**src/design/rsts_pkg.sv**
```systemverilog
`default_nettype none
package rsts_pkg;
  // Sensor timing, in sensor clocks and rows
  localparam int ROW_CLKS      = 2624;
  localparam int FULL_ROWS     = 1080;
  localparam int TRIG_MIN_CLKS = 2;
  localparam int FIRE_LOW_MIN  = 20;
  localparam logic [4:0] FIRE_LOW_CLKS = 5'h14;
  localparam int ROI_W = 12;

  // Register offsets (byte addresses)
  localparam logic [7:0] A_CTRL   = 8'h00;
  localparam logic [7:0] A_EXP    = 8'h04;
  localparam logic [7:0] A_ROI    = 8'h08;
  localparam logic [7:0] A_SWTRIG = 8'h0C;
  localparam logic [7:0] A_STAT   = 8'h10;
  localparam logic [7:0] A_FCNT   = 8'h14;

  // Field positions
  localparam int CTRL_EN   = 0;
  localparam int CTRL_MODE = 1;
  localparam int SWTRIG_GO = 0;

  // Reset values; exposure is held in half rows
  localparam logic [31:0] EXP_RST = 32'h0000_0872;
  localparam logic [11:0] ROI_RST = 12'h438;

  typedef enum logic [1:0] {
    MODE_EXT_SW, MODE_EXT_EXP, MODE_EXT_OVL, MODE_EXT_START
  } rsts_mode_e;

  typedef struct packed {
    logic global_clear;
    logic readout;
    logic discard;
  } rsts_sensor_s;

  typedef struct packed {
    logic [7:0]  addr;
    logic [31:0] wdata;
    logic        wr;
    logic        rd;
  } rsts_bus_s;
endpackage
`default_nettype wire

```
**src/design/rsts_readout.sv**
```systemverilog
`timescale 1ns/1ps
`default_nettype none
module rsts_readout #(
  parameter int ROW_CLKS = rsts_pkg::ROW_CLKS,
  parameter int RW       = rsts_pkg::ROI_W
) (
  input  wire logic          mclk,
  input  wire logic          sys_rst,
  input  wire logic          start,
  input  wire logic [RW-1:0] frame_rows,
  output logic               busy,
  output logic               row_tick,
  output logic               done
);
  localparam int CW = $clog2(ROW_CLKS);

  logic [CW-1:0] clk_q;
  logic [RW-1:0] row_q;
  logic          busy_q;
  logic [31:0]   gap_q;

  // Row clock runs free so exposure can be timed between readouts
  assign row_tick = (clk_q == CW'(ROW_CLKS - 1));
  assign done     = busy_q & row_tick & (row_q == frame_rows - RW'(1));
  assign busy     = busy_q;

  // Start realigns the row clock, which keeps trigger jitter in a row
  always_ff @(posedge mclk) begin
    if (sys_rst || start || row_tick) begin
      clk_q <= '0;
    end else begin
      clk_q <= clk_q + CW'(1);
    end
  end

  // One frame is the rows of one sensor half
  always_ff @(posedge mclk) begin
    if (sys_rst) begin
      busy_q <= 1'b0;
      row_q  <= '0;
    end else if (start) begin
      busy_q <= 1'b1;
      row_q  <= '0;
    end else if (done) begin
      busy_q <= 1'b0;
    end else if (busy_q && row_tick) begin
      row_q <= row_q + RW'(1);
    end
  end

  // Helper: wide count, so a missed tick cannot wrap unseen
  always_ff @(posedge mclk) begin
    if (sys_rst || start || row_tick) begin
      gap_q <= '0;
    end else begin
      gap_q <= gap_q + 32'h0000_0001;
    end
  end
endmodule
`default_nettype wire

```
**src/design/rsts_seq.sv**
```systemverilog
`timescale 1ns/1ps
`default_nettype none
// Summary of operation
// - Awaiting trigger: clear held, prescan readouts run
// - Ready output high while trigger detectable
// - Pin or software trigger, same sequence
// - Trigger drops clear, starts discarded flush
// - Signal readout, then clear until trigger
// - Exposure at least frame plus row
// - Two-clock trigger pulses are detected
// - Exposure from setting, start within row
// - Exposure mode: falling edge starts signal
// - Pulse width sets every row's exposure
// - Falls during flush are ignored
// - Overlap: each rising edge reads and exposes
// - Overlap: first edge discards, later signal
// - Overlap exposure indicator low twenty clocks
// - External start: one trigger, then free-run
// - External start delay within one row
// - Exposure rounded to nearest whole row
// - Row lasts 2624 sensor clocks
// - Frame is rows of one sensor half
// - Mode changes only while stopped
// - Clear falling edge starts charge accumulation
module rsts_seq #(
  parameter int ROW_CLKS = rsts_pkg::ROW_CLKS,
  parameter int ROI_W    = rsts_pkg::ROI_W
) (
  input  wire logic                   mclk,
  input  wire logic                   sys_rst,
  input  wire rsts_pkg::rsts_bus_s    reg_req,
  output logic [31:0]                 reg_rdata,
  input  wire logic                   external_trigger_in,
  output rsts_pkg::rsts_sensor_s      sensor,
  output logic                        ready_for_trigger,
  output logic                        exposure_ind
);
  typedef enum logic [2:0] {
    ST_IDLE, ST_ARMED, ST_FLUSH, ST_EXPOSE, ST_SIGNAL, ST_HOLD, ST_OVL
  } rsts_state_e;

  rsts_state_e          st_q;
  rsts_state_e          st_d;
  rsts_pkg::rsts_mode_e mode_q;
  logic                 en_q;
  logic [31:0]          exp_q;
  logic [ROI_W-1:0]     region_of_interest_q;
  logic [31:0]          exp_rows_q;
  logic [31:0]          exp_cnt_q;
  logic [15:0]          fcnt_q;
  logic [31:0]          rdata_q;
  logic                 trig_m_q;
  logic                 trig_s_q;
  logic                 trig_d_q;
  logic                 gclr_q;
  logic                 discard_q;
  logic                 ready_q;
  logic                 expind_q;
  logic [4:0]           fire_cnt_q;
  logic [7:0]           low_run_q;
  logic                 rise;
  logic                 fall;
  logic                 sw_trig;
  logic                 trig_ok;
  logic                 ro_start;
  logic                 ro_busy;
  logic                 ro_tick;
  logic                 ro_done;
  logic                 exp_hit;
  logic [32:0]          exp_sum;
  logic [31:0]          exp_round;
  logic [31:0]          exp_floor;

  // Pin passes two flops; the third only feeds the edge detector
  always_ff @(posedge mclk) begin
    if (sys_rst) begin
      trig_m_q <= 1'b0;
      trig_s_q <= 1'b0;
      trig_d_q <= 1'b0;
    end else begin
      trig_m_q <= external_trigger_in;
      trig_s_q <= trig_m_q;
      trig_d_q <= trig_s_q;
    end
  end

  // Every clock sampled, so a two-clock pulse always yields an edge
  assign rise = trig_s_q & ~trig_d_q;
  assign fall = ~trig_s_q & trig_d_q;

  // Software trigger is a write of one to its go bit
  assign sw_trig = reg_req.wr && (reg_req.addr == rsts_pkg::A_SWTRIG)
                   && reg_req.wdata[rsts_pkg::SWTRIG_GO];

  // Software trigger only in the shared pin/software mode
  assign trig_ok = rise
                   || (sw_trig && mode_q == rsts_pkg::MODE_EXT_SW);

  // Half-row units plus one, halved: nearest whole row
  assign exp_sum   = {1'b0, exp_q} + 33'h0_0000_0001;
  assign exp_round = exp_sum[32:1];
  assign exp_floor = 32'(region_of_interest_q) + 32'h0000_0001;

  // Exposure counted in rows from the start of the flush
  assign exp_hit = ro_tick && (exp_cnt_q + 32'h0000_0001 == exp_rows_q);

  rsts_readout #(
    .ROW_CLKS (ROW_CLKS),
    .RW       (ROI_W)
  ) u_readout (
    .mclk       (mclk),
    .sys_rst    (sys_rst),
    .start      (ro_start),
    .frame_rows (region_of_interest_q),
    .busy       (ro_busy),
    .row_tick   (ro_tick),
    .done       (ro_done)
  );

  // Sequencer next state and readout launches
  always_comb begin
    st_d     = st_q;
    ro_start = 1'b0;
    case (st_q)
      ST_IDLE: begin
        if (en_q) begin
          st_d     = ST_ARMED;
          ro_start = 1'b1;
        end
      end
      ST_ARMED: begin
        if (trig_ok) begin
          st_d     = ST_FLUSH;
          ro_start = 1'b1;
        end else if (ro_done) begin
          ro_start = 1'b1;
        end
      end
      ST_FLUSH: begin
        if (ro_done) begin
          st_d = (mode_q == rsts_pkg::MODE_EXT_OVL) ? ST_OVL : ST_EXPOSE;
        end
      end
      ST_EXPOSE: begin
        // Pulse end rules in exposure mode, the row count otherwise
        if (mode_q == rsts_pkg::MODE_EXT_EXP ? fall : exp_hit) begin
          st_d     = ST_SIGNAL;
          ro_start = 1'b1;
        end
      end
      ST_SIGNAL: begin
        if (ro_done) begin
          if (mode_q == rsts_pkg::MODE_EXT_START) begin
            st_d = ST_HOLD;
          end else begin
            st_d     = ST_ARMED;
            ro_start = 1'b1;
          end
        end
      end
      ST_HOLD: begin
        // One row of clear keeps cycle at exposure plus frame plus row
        if (ro_tick) begin
          st_d     = ST_FLUSH;
          ro_start = 1'b1;
        end
      end
      ST_OVL: begin
        if (rise) begin
          ro_start = 1'b1;
        end
      end
      default: begin
        st_d = ST_IDLE;
      end
    endcase
    // Stopping acquisition wins over everything else
    if (!en_q) begin
      st_d     = ST_IDLE;
      ro_start = 1'b0;
    end
  end

  always_ff @(posedge mclk) begin
    if (sys_rst) begin
      st_q <= ST_IDLE;
    end else begin
      st_q <= st_d;
    end
  end

  // Exposure latched per sequence; later writes take the next one
  always_ff @(posedge mclk) begin
    if (sys_rst) begin
      exp_rows_q <= exp_floor;
      exp_cnt_q  <= '0;
    end else if (ro_start && st_d == ST_FLUSH) begin
      exp_rows_q <= (exp_round < exp_floor) ? exp_floor : exp_round;
      exp_cnt_q  <= '0;
    end else if (ro_tick) begin
      exp_cnt_q <= exp_cnt_q + 32'h0000_0001;
    end
  end

  // Sensor controls registered from the next state
  always_ff @(posedge mclk) begin
    if (sys_rst) begin
      gclr_q    <= 1'b1;
      discard_q <= 1'b1;
      ready_q   <= 1'b0;
    end else begin
      gclr_q  <= !(st_d == ST_FLUSH || st_d == ST_EXPOSE
                   || st_d == ST_SIGNAL || st_d == ST_OVL);
      ready_q <= (st_d == ST_ARMED || st_d == ST_OVL);
      if (ro_start) begin
        discard_q <= !(st_d == ST_SIGNAL || st_q == ST_OVL);
      end
    end
  end

  // Overlap indicator drops for a fixed gap at each edge
  always_ff @(posedge mclk) begin
    if (sys_rst) begin
      fire_cnt_q <= '0;
    end else if (st_q == ST_OVL && rise) begin
      fire_cnt_q <= rsts_pkg::FIRE_LOW_CLKS;
    end else if (fire_cnt_q != 5'h00) begin
      fire_cnt_q <= fire_cnt_q - 5'h01;
    end
  end

  always_ff @(posedge mclk) begin
    if (sys_rst) begin
      expind_q <= 1'b0;
    end else if (st_d == ST_OVL) begin
      expind_q <= (fire_cnt_q <= 5'h01) && !(st_q == ST_OVL && rise);
    end else begin
      expind_q <= (st_d == ST_FLUSH || st_d == ST_EXPOSE);
    end
  end

  assign sensor              = {gclr_q, ro_busy, discard_q};
  assign ready_for_trigger   = ready_q;
  assign exposure_ind        = expind_q;

  // Register writes; mode is frozen unless acquisition is stopped
  always_ff @(posedge mclk) begin
    if (sys_rst) begin
      en_q                 <= 1'b0;
      mode_q               <= rsts_pkg::MODE_EXT_SW;
      exp_q                <= rsts_pkg::EXP_RST;
      region_of_interest_q <= rsts_pkg::ROI_RST;
    end else if (reg_req.wr) begin
      case (reg_req.addr)
        rsts_pkg::A_CTRL: begin
          en_q <= reg_req.wdata[rsts_pkg::CTRL_EN];
          if (st_q == ST_IDLE) begin
            mode_q <= rsts_pkg::rsts_mode_e'(
                        reg_req.wdata[rsts_pkg::CTRL_MODE +: 2]);
          end
        end
        rsts_pkg::A_EXP: begin
          exp_q <= reg_req.wdata;
        end
        rsts_pkg::A_ROI: begin
          // Zero rows would wrap the row count and run a readout of 4096 rows
          if (reg_req.wdata[ROI_W-1:0] != '0) begin
            region_of_interest_q <= reg_req.wdata[ROI_W-1:0];
          end
        end
        default: begin
        end
      endcase
    end
  end

  // Completed signal frames outside overlap mode, wrapping
  always_ff @(posedge mclk) begin
    if (sys_rst) begin
      fcnt_q <= '0;
    end else if (st_q == ST_SIGNAL && ro_done) begin
      fcnt_q <= fcnt_q + 16'h0001;
    end
  end

  // Read data stand one cycle, zero otherwise and when unmapped
  always_ff @(posedge mclk) begin
    if (sys_rst || !reg_req.rd) begin
      rdata_q <= '0;
    end else begin
      case (reg_req.addr)
        rsts_pkg::A_CTRL: rdata_q <= {29'h0000_0000, mode_q, en_q};
        rsts_pkg::A_EXP:  rdata_q <= exp_q;
        rsts_pkg::A_ROI:  rdata_q <= 32'(region_of_interest_q);
        rsts_pkg::A_STAT: rdata_q <= {24'h00_0000, expind_q, ro_busy,
                                      gclr_q, ready_q, 1'b0, st_q};
        rsts_pkg::A_FCNT: rdata_q <= {16'h0000, fcnt_q};
        default:          rdata_q <= '0;
      endcase
    end
  end

  assign reg_rdata = rdata_q;

  // Helper: consecutive low cycles of the indicator
  always_ff @(posedge mclk) begin
    if (sys_rst || expind_q) begin
      low_run_q <= '0;
    end else if (low_run_q != 8'hFF) begin
      low_run_q <= low_run_q + 8'h01;
    end
  end
endmodule
`default_nettype wire

```
**config.mk**
```make
export PLATFORM = sky130hd
export DESIGN_NAME = rsts_seq
export DESIGN_NICKNAME = d
export VERILOG_FILES = /design/src/design/rsts_pkg.sv /design/src/design/rsts_readout.sv /design/src/design/rsts_seq.sv
export SDC_FILE = /design/constraint.sdc
export NUM_CORES = 1
export LEC_CHECK = 0
export BUFFER_PORTS_ARGS = -buffer_cell sky130_fd_sc_hd__buf_2
export CAP_MARGIN = 20
export CORE_MARGIN = 2
export CORE_UTILIZATION = 40
export CTS_CLUSTER_SIZE = 16
export DETAILED_ROUTE_END_ITERATION = 6
export SYNTH_ARGS = -nofsm -noshare
export SYNTH_HDL_FRONTEND = slang
export SYNTH_SLANG_ARGS = --single-unit
export TNS_END_PERCENT = 10
```
**constraint.sdc**
```tcl
create_clock -name mclk -period 7.06 [get_ports mclk]
set_input_delay 0.706 -clock mclk [delete_from_list [all_inputs] [get_ports mclk]]
set_output_delay 0.706 -clock mclk [all_outputs]
set_load 0.005 [all_outputs]
```
# --- Word-level counts from Yosys, hierarchy flattened ---
# Index checks and enable logic that the tools add are counted.
word_totals:
  out_inout_bits: 37
  inputBits: 45
  reg_bits: 199
classes:
  muxes: 28
  n_eq_ne: 22
  bitwise_logic: 7
  order_cmp: 2
  add_sub_neg: 8
  reduce_logical: 38
op_table:
  columns: ["cell", "n"]
  rows:
  - ["32-bit one-hot mux with 5 select lines", 1]
  - ["32-bit two-way mux", 3]
  - ["32-bit by 1-bit adder with 33-bit output, second input constant", 1]
  - ["32-bit by 1-bit adder with 32-bit output, second input constant", 1]
  - ["32-bit == test", 1]
  - ["32-bit by 13-bit < comparator with 1-bit output", 1]
  - ["12-bit by 1-bit adder with 12-bit output, second input constant", 2]
  - ["3-bit two-way mux", 8]
  - ["3-bit one-hot mux with 7 select lines", 1]
  - ["16-bit by 1-bit adder with 16-bit output, second input constant", 1]
  - ["8-bit by 4-bit == test with 1-bit output, second input constant", 2]
  - ["8-bit by 5-bit == test with 1-bit output, second input constant", 2]
  - ["3-bit == test, second input constant", 5]
  - ["12-bit by 1-bit adder with 13-bit output, second input constant", 1]
  - ["12-bit == test", 1]
  - ["12-bit == test, second input constant", 1]
  - ["3-bit by 2-bit == test with 1-bit output, second input constant", 4]
  - ["1-bit two-way mux", 12]
  - ["12-bit nonzero test", 1]
  - ["12-bit by 1-bit subtractor with 12-bit output, second input constant", 1]
  - ["5-bit two-way mux", 2]
  - ["1-bit logical AND", 9]
  - ["1-bit logical OR", 9]
  - ["8-bit by 3-bit == test with 1-bit output, second input constant", 1]
  - ["other kinds (17)", 34]

# --- Logic depth before layout (Yosys ltp) ---
logic_depth:
  word_depth: 13
  mapped_depth: 16
  ltp_nobuf: 14

# --- Cells and area by module ---
# From an unflattened synthesis, not the netlist that was laid out.
hier_totals:
  hier_cells: 1295
  hier_area_um2: 11150.7
by_module_without_submodules:
  columns: ["mod", "instances", "seq_area_each_um2", "cells_each", "area_each_um2"]
  rows:
  - ["rsts_seq", 1, 3803.6, 1112, 9580.4]
  - ["rsts_readout", 1, 500.5, 183, 1570.3]

# --- Worst setup path after synthesis ---
# OpenSTA, ideal clock, no wires.
synth_path:
  kind: "register -> register"
  startpoint: "reg exp_cnt_q[0]"
  endpoint: "reg exp_rows_q[0] (enable)"
  path_buffers: 2
  arrival_time_ns: 3.185
  required_ns: 6.712
  period_less_slack_ns: 3.533
  slack_ns: 3.527
  stages_incl_launch_ff: 13
  path_cell_list: "dfxtp_1 -> ha_1 -> nand3_2 -> or3_1 -> buf_2 -> or4_4 -> nor3b_1 -> o211ai_1 -> a211oi_2 -> nand4_1 -> a21oi_2 -> a31o_2 -> buf_4"
synth_via:
  elab_chain_cells: 10
synth_lines:
  columns: ["element", "line_no", "source"]
  rows:
  - ["start: declaration", "rsts_seq.sv:49", "logic [31:0] exp_cnt_q;"]
  - ["start signal: assignment", "rsts_seq.sv:201", "exp_cnt_q <= exp_cnt_q + 32'h0000_0001;"]
  - ["32-bit by 1-bit adder with 32-bit output (*)", "rsts_seq.sv:105", "assign exp_hit = ro_tick && (exp_cnt_q + 32'h0000_0001 == exp_rows_q);"]
  - ["32-bit == test (*)", "rsts_seq.sv:105", null]
  - ["1-bit logical AND (*)", "rsts_seq.sv:105", null]
  - ["1-bit two-way mux (*)", "rsts_seq.sv:146", "if (mode_q == rsts_pkg::MODE_EXT_EXP ? fall : exp_hit) begin"]
  - ["3-bit two-way mux", "rsts_seq.sv:146", null]
  - ["3-bit one-hot mux with 7 select lines", "rsts_seq.sv:124", "case (st_q)"]
  - ["3-bit two-way mux", "rsts_seq.sv:178", "if (!en_q) begin"]
  - ["3-bit by 2-bit == test with 1-bit output", "rsts_seq.sv:197", "end else if (ro_start && st_d == ST_FLUSH) begin"]
  - ["1-bit logical AND (*)", "rsts_seq.sv:197", null]
  - ["2-bit nonzero test (no line) (*)", null, null]
  - ["end signal: assignment", "rsts_seq.sv:195", "exp_rows_q <= exp_floor;"]
  - ["end signal: assignment", "rsts_seq.sv:198", "exp_rows_q <= (exp_round < exp_floor) ? exp_floor : exp_round;"]
  - ["end: declaration", "rsts_seq.sv:48", "logic [31:0] exp_rows_q;"]
# Every way passes the cells marked *; elsewhere a longest branch is shown, timed or not.
# A chain may end at the register's enable or synchronous reset.

# --- Final worst setup path ---
layout_path:
  startpoint: "reg region_of_interest_q[5]"
  endpoint: "reg exp_rows_q[0], data pin"
layout_via:
  elab_chain_cells: 5
layout_lines:
  columns: ["element", "line_no", "source"]
  rows:
  - ["start: declaration", "rsts_seq.sv:47", "logic [ROI_W-1:0] region_of_interest_q;"]
  - ["start signal: assignment", "rsts_seq.sv:252", "region_of_interest_q <= rsts_pkg::ROI_RST;"]
  - ["start signal: assignment", "rsts_seq.sv:268", "region_of_interest_q <= reg_req.wdata[ROI_W-1:0];"]
  - ["12-bit by 1-bit adder with 13-bit output", "rsts_seq.sv:102", "assign exp_floor = 32'(region_of_interest_q) + 32'h0000_0001;"]
  - ["32-bit by 13-bit < comparator with 1-bit output", "rsts_seq.sv:198", null]
  - ["32-bit two-way mux", "rsts_seq.sv:198", null]
  - ["32-bit two-way mux", "rsts_seq.sv:197", null]
  - ["32-bit two-way mux", "rsts_seq.sv:194", "if (sys_rst) begin"]
# Every way passes these cells. The select of a mux whose other input is x is not followed.

==> impl_results.md <==
- Die area: 28800 sq um
- Syn Nets: 1381
- Logic pwr share: 0.060
- Reg-to-Reg End: exp_rows_q[0]
- Fin nets: 1401
- Internal: 1720 uW
- Most frequent cells in the layout: dfxtp_1 (167), nor2_1 (153), nand2_1 (152)
- Area of the core: 27000 sq um
- RSZ-0062 raised after global routing: no
- Antenna violations before repair: 0
- HPWL Detailed: 19.7 mm
- Clock Tree Root: clkbuf_16
- Power Dens Cells: 192 nW/um^2
- Yosys reg bits: 199
- Final setup viols: 0
- Final setup TNS: 0 ns
- R2r setup slk: 2.65 ns
- Vias per inst: 5.40
- Final Wtd Congestion: 0.901
- Total Power: 2330 uW
- Clk pin slew, worst setup/hold paths: 0.08 ns
- Post-synthesis sequential area ratio: 0.392
- Pleak: 0.00449 uW
- Most common cell after layout, fill and taps aside: dfxtp_1
- Mapped Avg Cell Area: 8.35 sq um
- CP bufs+invs: 1
- Port Buffers: 81
- CP Capture Type: register
- Final Hold Vio Count: 0
- Cell Area, Synth: 11000 sq um
- Launching element type of the critical path: register
- Layout fillers: 2610
- Wire length per cell: 15.8 um
- Yosys cell types: 72
- Clock sink count: 199
- Async set-reset flop share out of synthesis: 0
- Hold Crit Start: trig_m_q
- Crit path max-delay family: simple AND/OR/NAND/NOR gates
- Antenna Cells: 0
- Fraction of layout cells with a size suffix above 1: 0.108
- First-pass DRT Iterations: 6
- Slew headroom: 0.340
- CP Data Required Time: 7.25 ns
- Arr. time, crit path: 4.60 ns
- CTS tree: yes
- Max H-tree Level: 4
- Flop pwr share: 0.511
- Skew-Pair Late Insertion Delay: 0.45 ns
- Crit path largest cell delay: 0.60 ns
- Multi-input gate area in the final layout: 6140 sq um
- Net load switching power: 607 uW
- Clock power frac: 0.429
- Postcts setup bufs: 0
- Largest net degree at the start of global routing: 77
- Max-cap violations: 0
- Max Clock Skew: 0.0173 ns
- Die W: 170 um
- Yosys warns: 0
- Worst setup margin: 2.65 ns
- CTS max path bufs: 2
- Cell Chain, Critical Path: inv_1, nor2_1, nand2_1, nor3_1, nand3_1, xor2_1, ha_1, and4_1, a221oi_1, nand4_1, nor4_1, a31oi_2, mux2_2
- Final Max Tran Viols: 0
- Syn-to-layout area delta: 10.8%
- Final instance area: 12200 sq um
- FP Rows: 60
- Fin crit share: 0.625
- PostCTS Resize Cnt: 0
- Cell area after placement: 11500 sq um
- Post-route DRC: 0
- Slowest CP cell: dfxtp_1
- All-Layer GR Usage: 0.188
- Initial Utilization: 0.407
- Status: finished clean
- Final hold slack: 0.463 ns
- Synth Flop Type: dfxtp_1
- Total gr overflow: 0
- Cts hold-fix bufs: 0
- FF-to-FF path depth: 13
- Routed Antenna Nets: 0
- I/O Pins: 82
- Switching part of the total power: 0.261
- Detailed-route via count: 9118
- Critical path type: register to register
- Hold Crit Depth: 1
- First-pass GRT wire length: 43.8 mm
- Final wirelength: 26.6 mm
- Fmax: 227 MHz
- Worst slew pin tran: 0.986 ns
- Pre-CTS WS: 2.22 ns
- Detailed Route Iter0 Violations: 815
- EDFF count, synth: 32
- Cells after Synth: 1314
- Die height: 170 um
- Worst Path Max Fanout: 14
- Vias in the first global route: 8387
- Hold Path End: trig_s_q
- Total CTS buffers: 17
- Hold crit path type: register to register
- Worst ir drop on vdd: 138 uV
- RR Startpoint: region_of_interest_q[5]
- Min Tclk post-route: 4.41 ns
- FF+latch area: 4300 sq um
[layout make-up]
class / count / share of cell area
tap: 341 / 0.0351
clock inverter: 14 / 0.0147
clock buffer: 18 / 0.0361
inverter: 41 / 0.0127
timing repair buffer: 89 / 0.0426
multi-input combinational: 986 / 0.505
sequential: 199 / 0.354
[state kept, by name (all words and copies together) (netlist names), 2 cells and up]
name                  count
exp_cnt_q                32
exp_q                    32
exp_rows_q               32
reg_rdata                32
fcnt_q                   16
region_of_interest_q     12
u_readout.clk_q          12
u_readout.row_q          12
fire_cnt_q                5
st_q                      3
mode_q                    2
[cells by family (layout without fill, tap and decap cells)]
group	after synthesis	count (layout)	synth area share
compound gates	169	169	0.102
xor+xnor	161	161	0.129
fa+ha+maj	22	22	0.0251
buf+inv	129	162	0.0481
flops	199	199	0.392
mux	35	35	0.0327
simple gates	599	599	0.271
[power groups by stage]
| stage | combinational [uW] | sequential [uW] | clock [uW] |
|---|---|---|---|
| after floorplan | 105 | 1210 | 0 |
| after detailed placement | 139 | 1220 | 0 |
| after global placement | 137 | 1220 | 0 |
| after global routing | 162 | 1190 | 1070 |
| after CTS | 140 | 1190 | 1020 |
| final | 140 | 1190 | 999 |
[synth_stat cells (5+ instances only)]
master | count | area [sq um]
dfxtp_1 | 167 | 3340
nor2_1 | 153 | 574
nand2_1 | 152 | 571
xnor2_1 | 81 | 709
xor2_1 | 80 | 701
clkbuf_1 | 70 | 263
nand3_1 | 67 | 335
a21oi_1 | 66 | 330
nor3_1 | 45 | 225
inv_1 | 41 | 154
nand4_1 | 34 | 213
edfxtp_1 | 32 | 961
and3_1 | 29 | 181
mux2i_1 | 28 | 280
and2_1 | 25 | 156
ha_1 | 22 | 275
o21ai_0 | 22 | 110
nor2b_1 | 19 | 119
nor4_1 | 17 | 106
a31oi_1 | 12 | 75.1
a222oi_1 | 10 | 100
and4_1 | 9 | 78.8
a22oi_1 | 8 | 60.1
buf_4 | 8 | 60.1
nor3b_1 | 8 | 60.1
o211ai_1 | 7 | 52.6
a211oi_1 | 6 | 45.0
mux2_2 | 6 | 67.6
or3_1 | 6 | 37.5
o2111ai_1 | 5 | 43.8
[how the worst max path moves through the flow]
stage | start | end | slack (ns) | depth (start not counted)
CTS | exp_cnt_q[4] | exp_cnt_q[26] | 2.21 | 11
finish | region_of_interest_q[5] | exp_rows_q[0] | 2.65 | 13
global placement | exp_cnt_q[4] | exp_cnt_q[24] | 2.31 | 11
detailed placement | exp_cnt_q[4] | exp_cnt_q[24] | 2.22 | 11
global route | region_of_interest_q[2] | exp_rows_q[0] | 2.31 | 13
floorplan | exp_cnt_q[0] | exp_rows_q[0] | 3.53 | 12
[through the flow]
stage | util | std cells
global placement | 0.425 | 1653
finish | 0.451 | 1688
floorplan | - | 1314
CTS | 0.448 | 1685
global route | 0.451 | 1688
detailed placement | 0.425 | 1653
[per-layer routing]
metal / routed length, um / vias up / track usage
met5: 0 / - / 0
met4: 418 / 0 / 0.0528
met3: 1260 / 25 / 0.0264
met2: 12000 / 247 / 0.297
met1: 13000 / 4256 / 0.270
li1: - / 4590 / -
(Power assumes the default switching activity.)
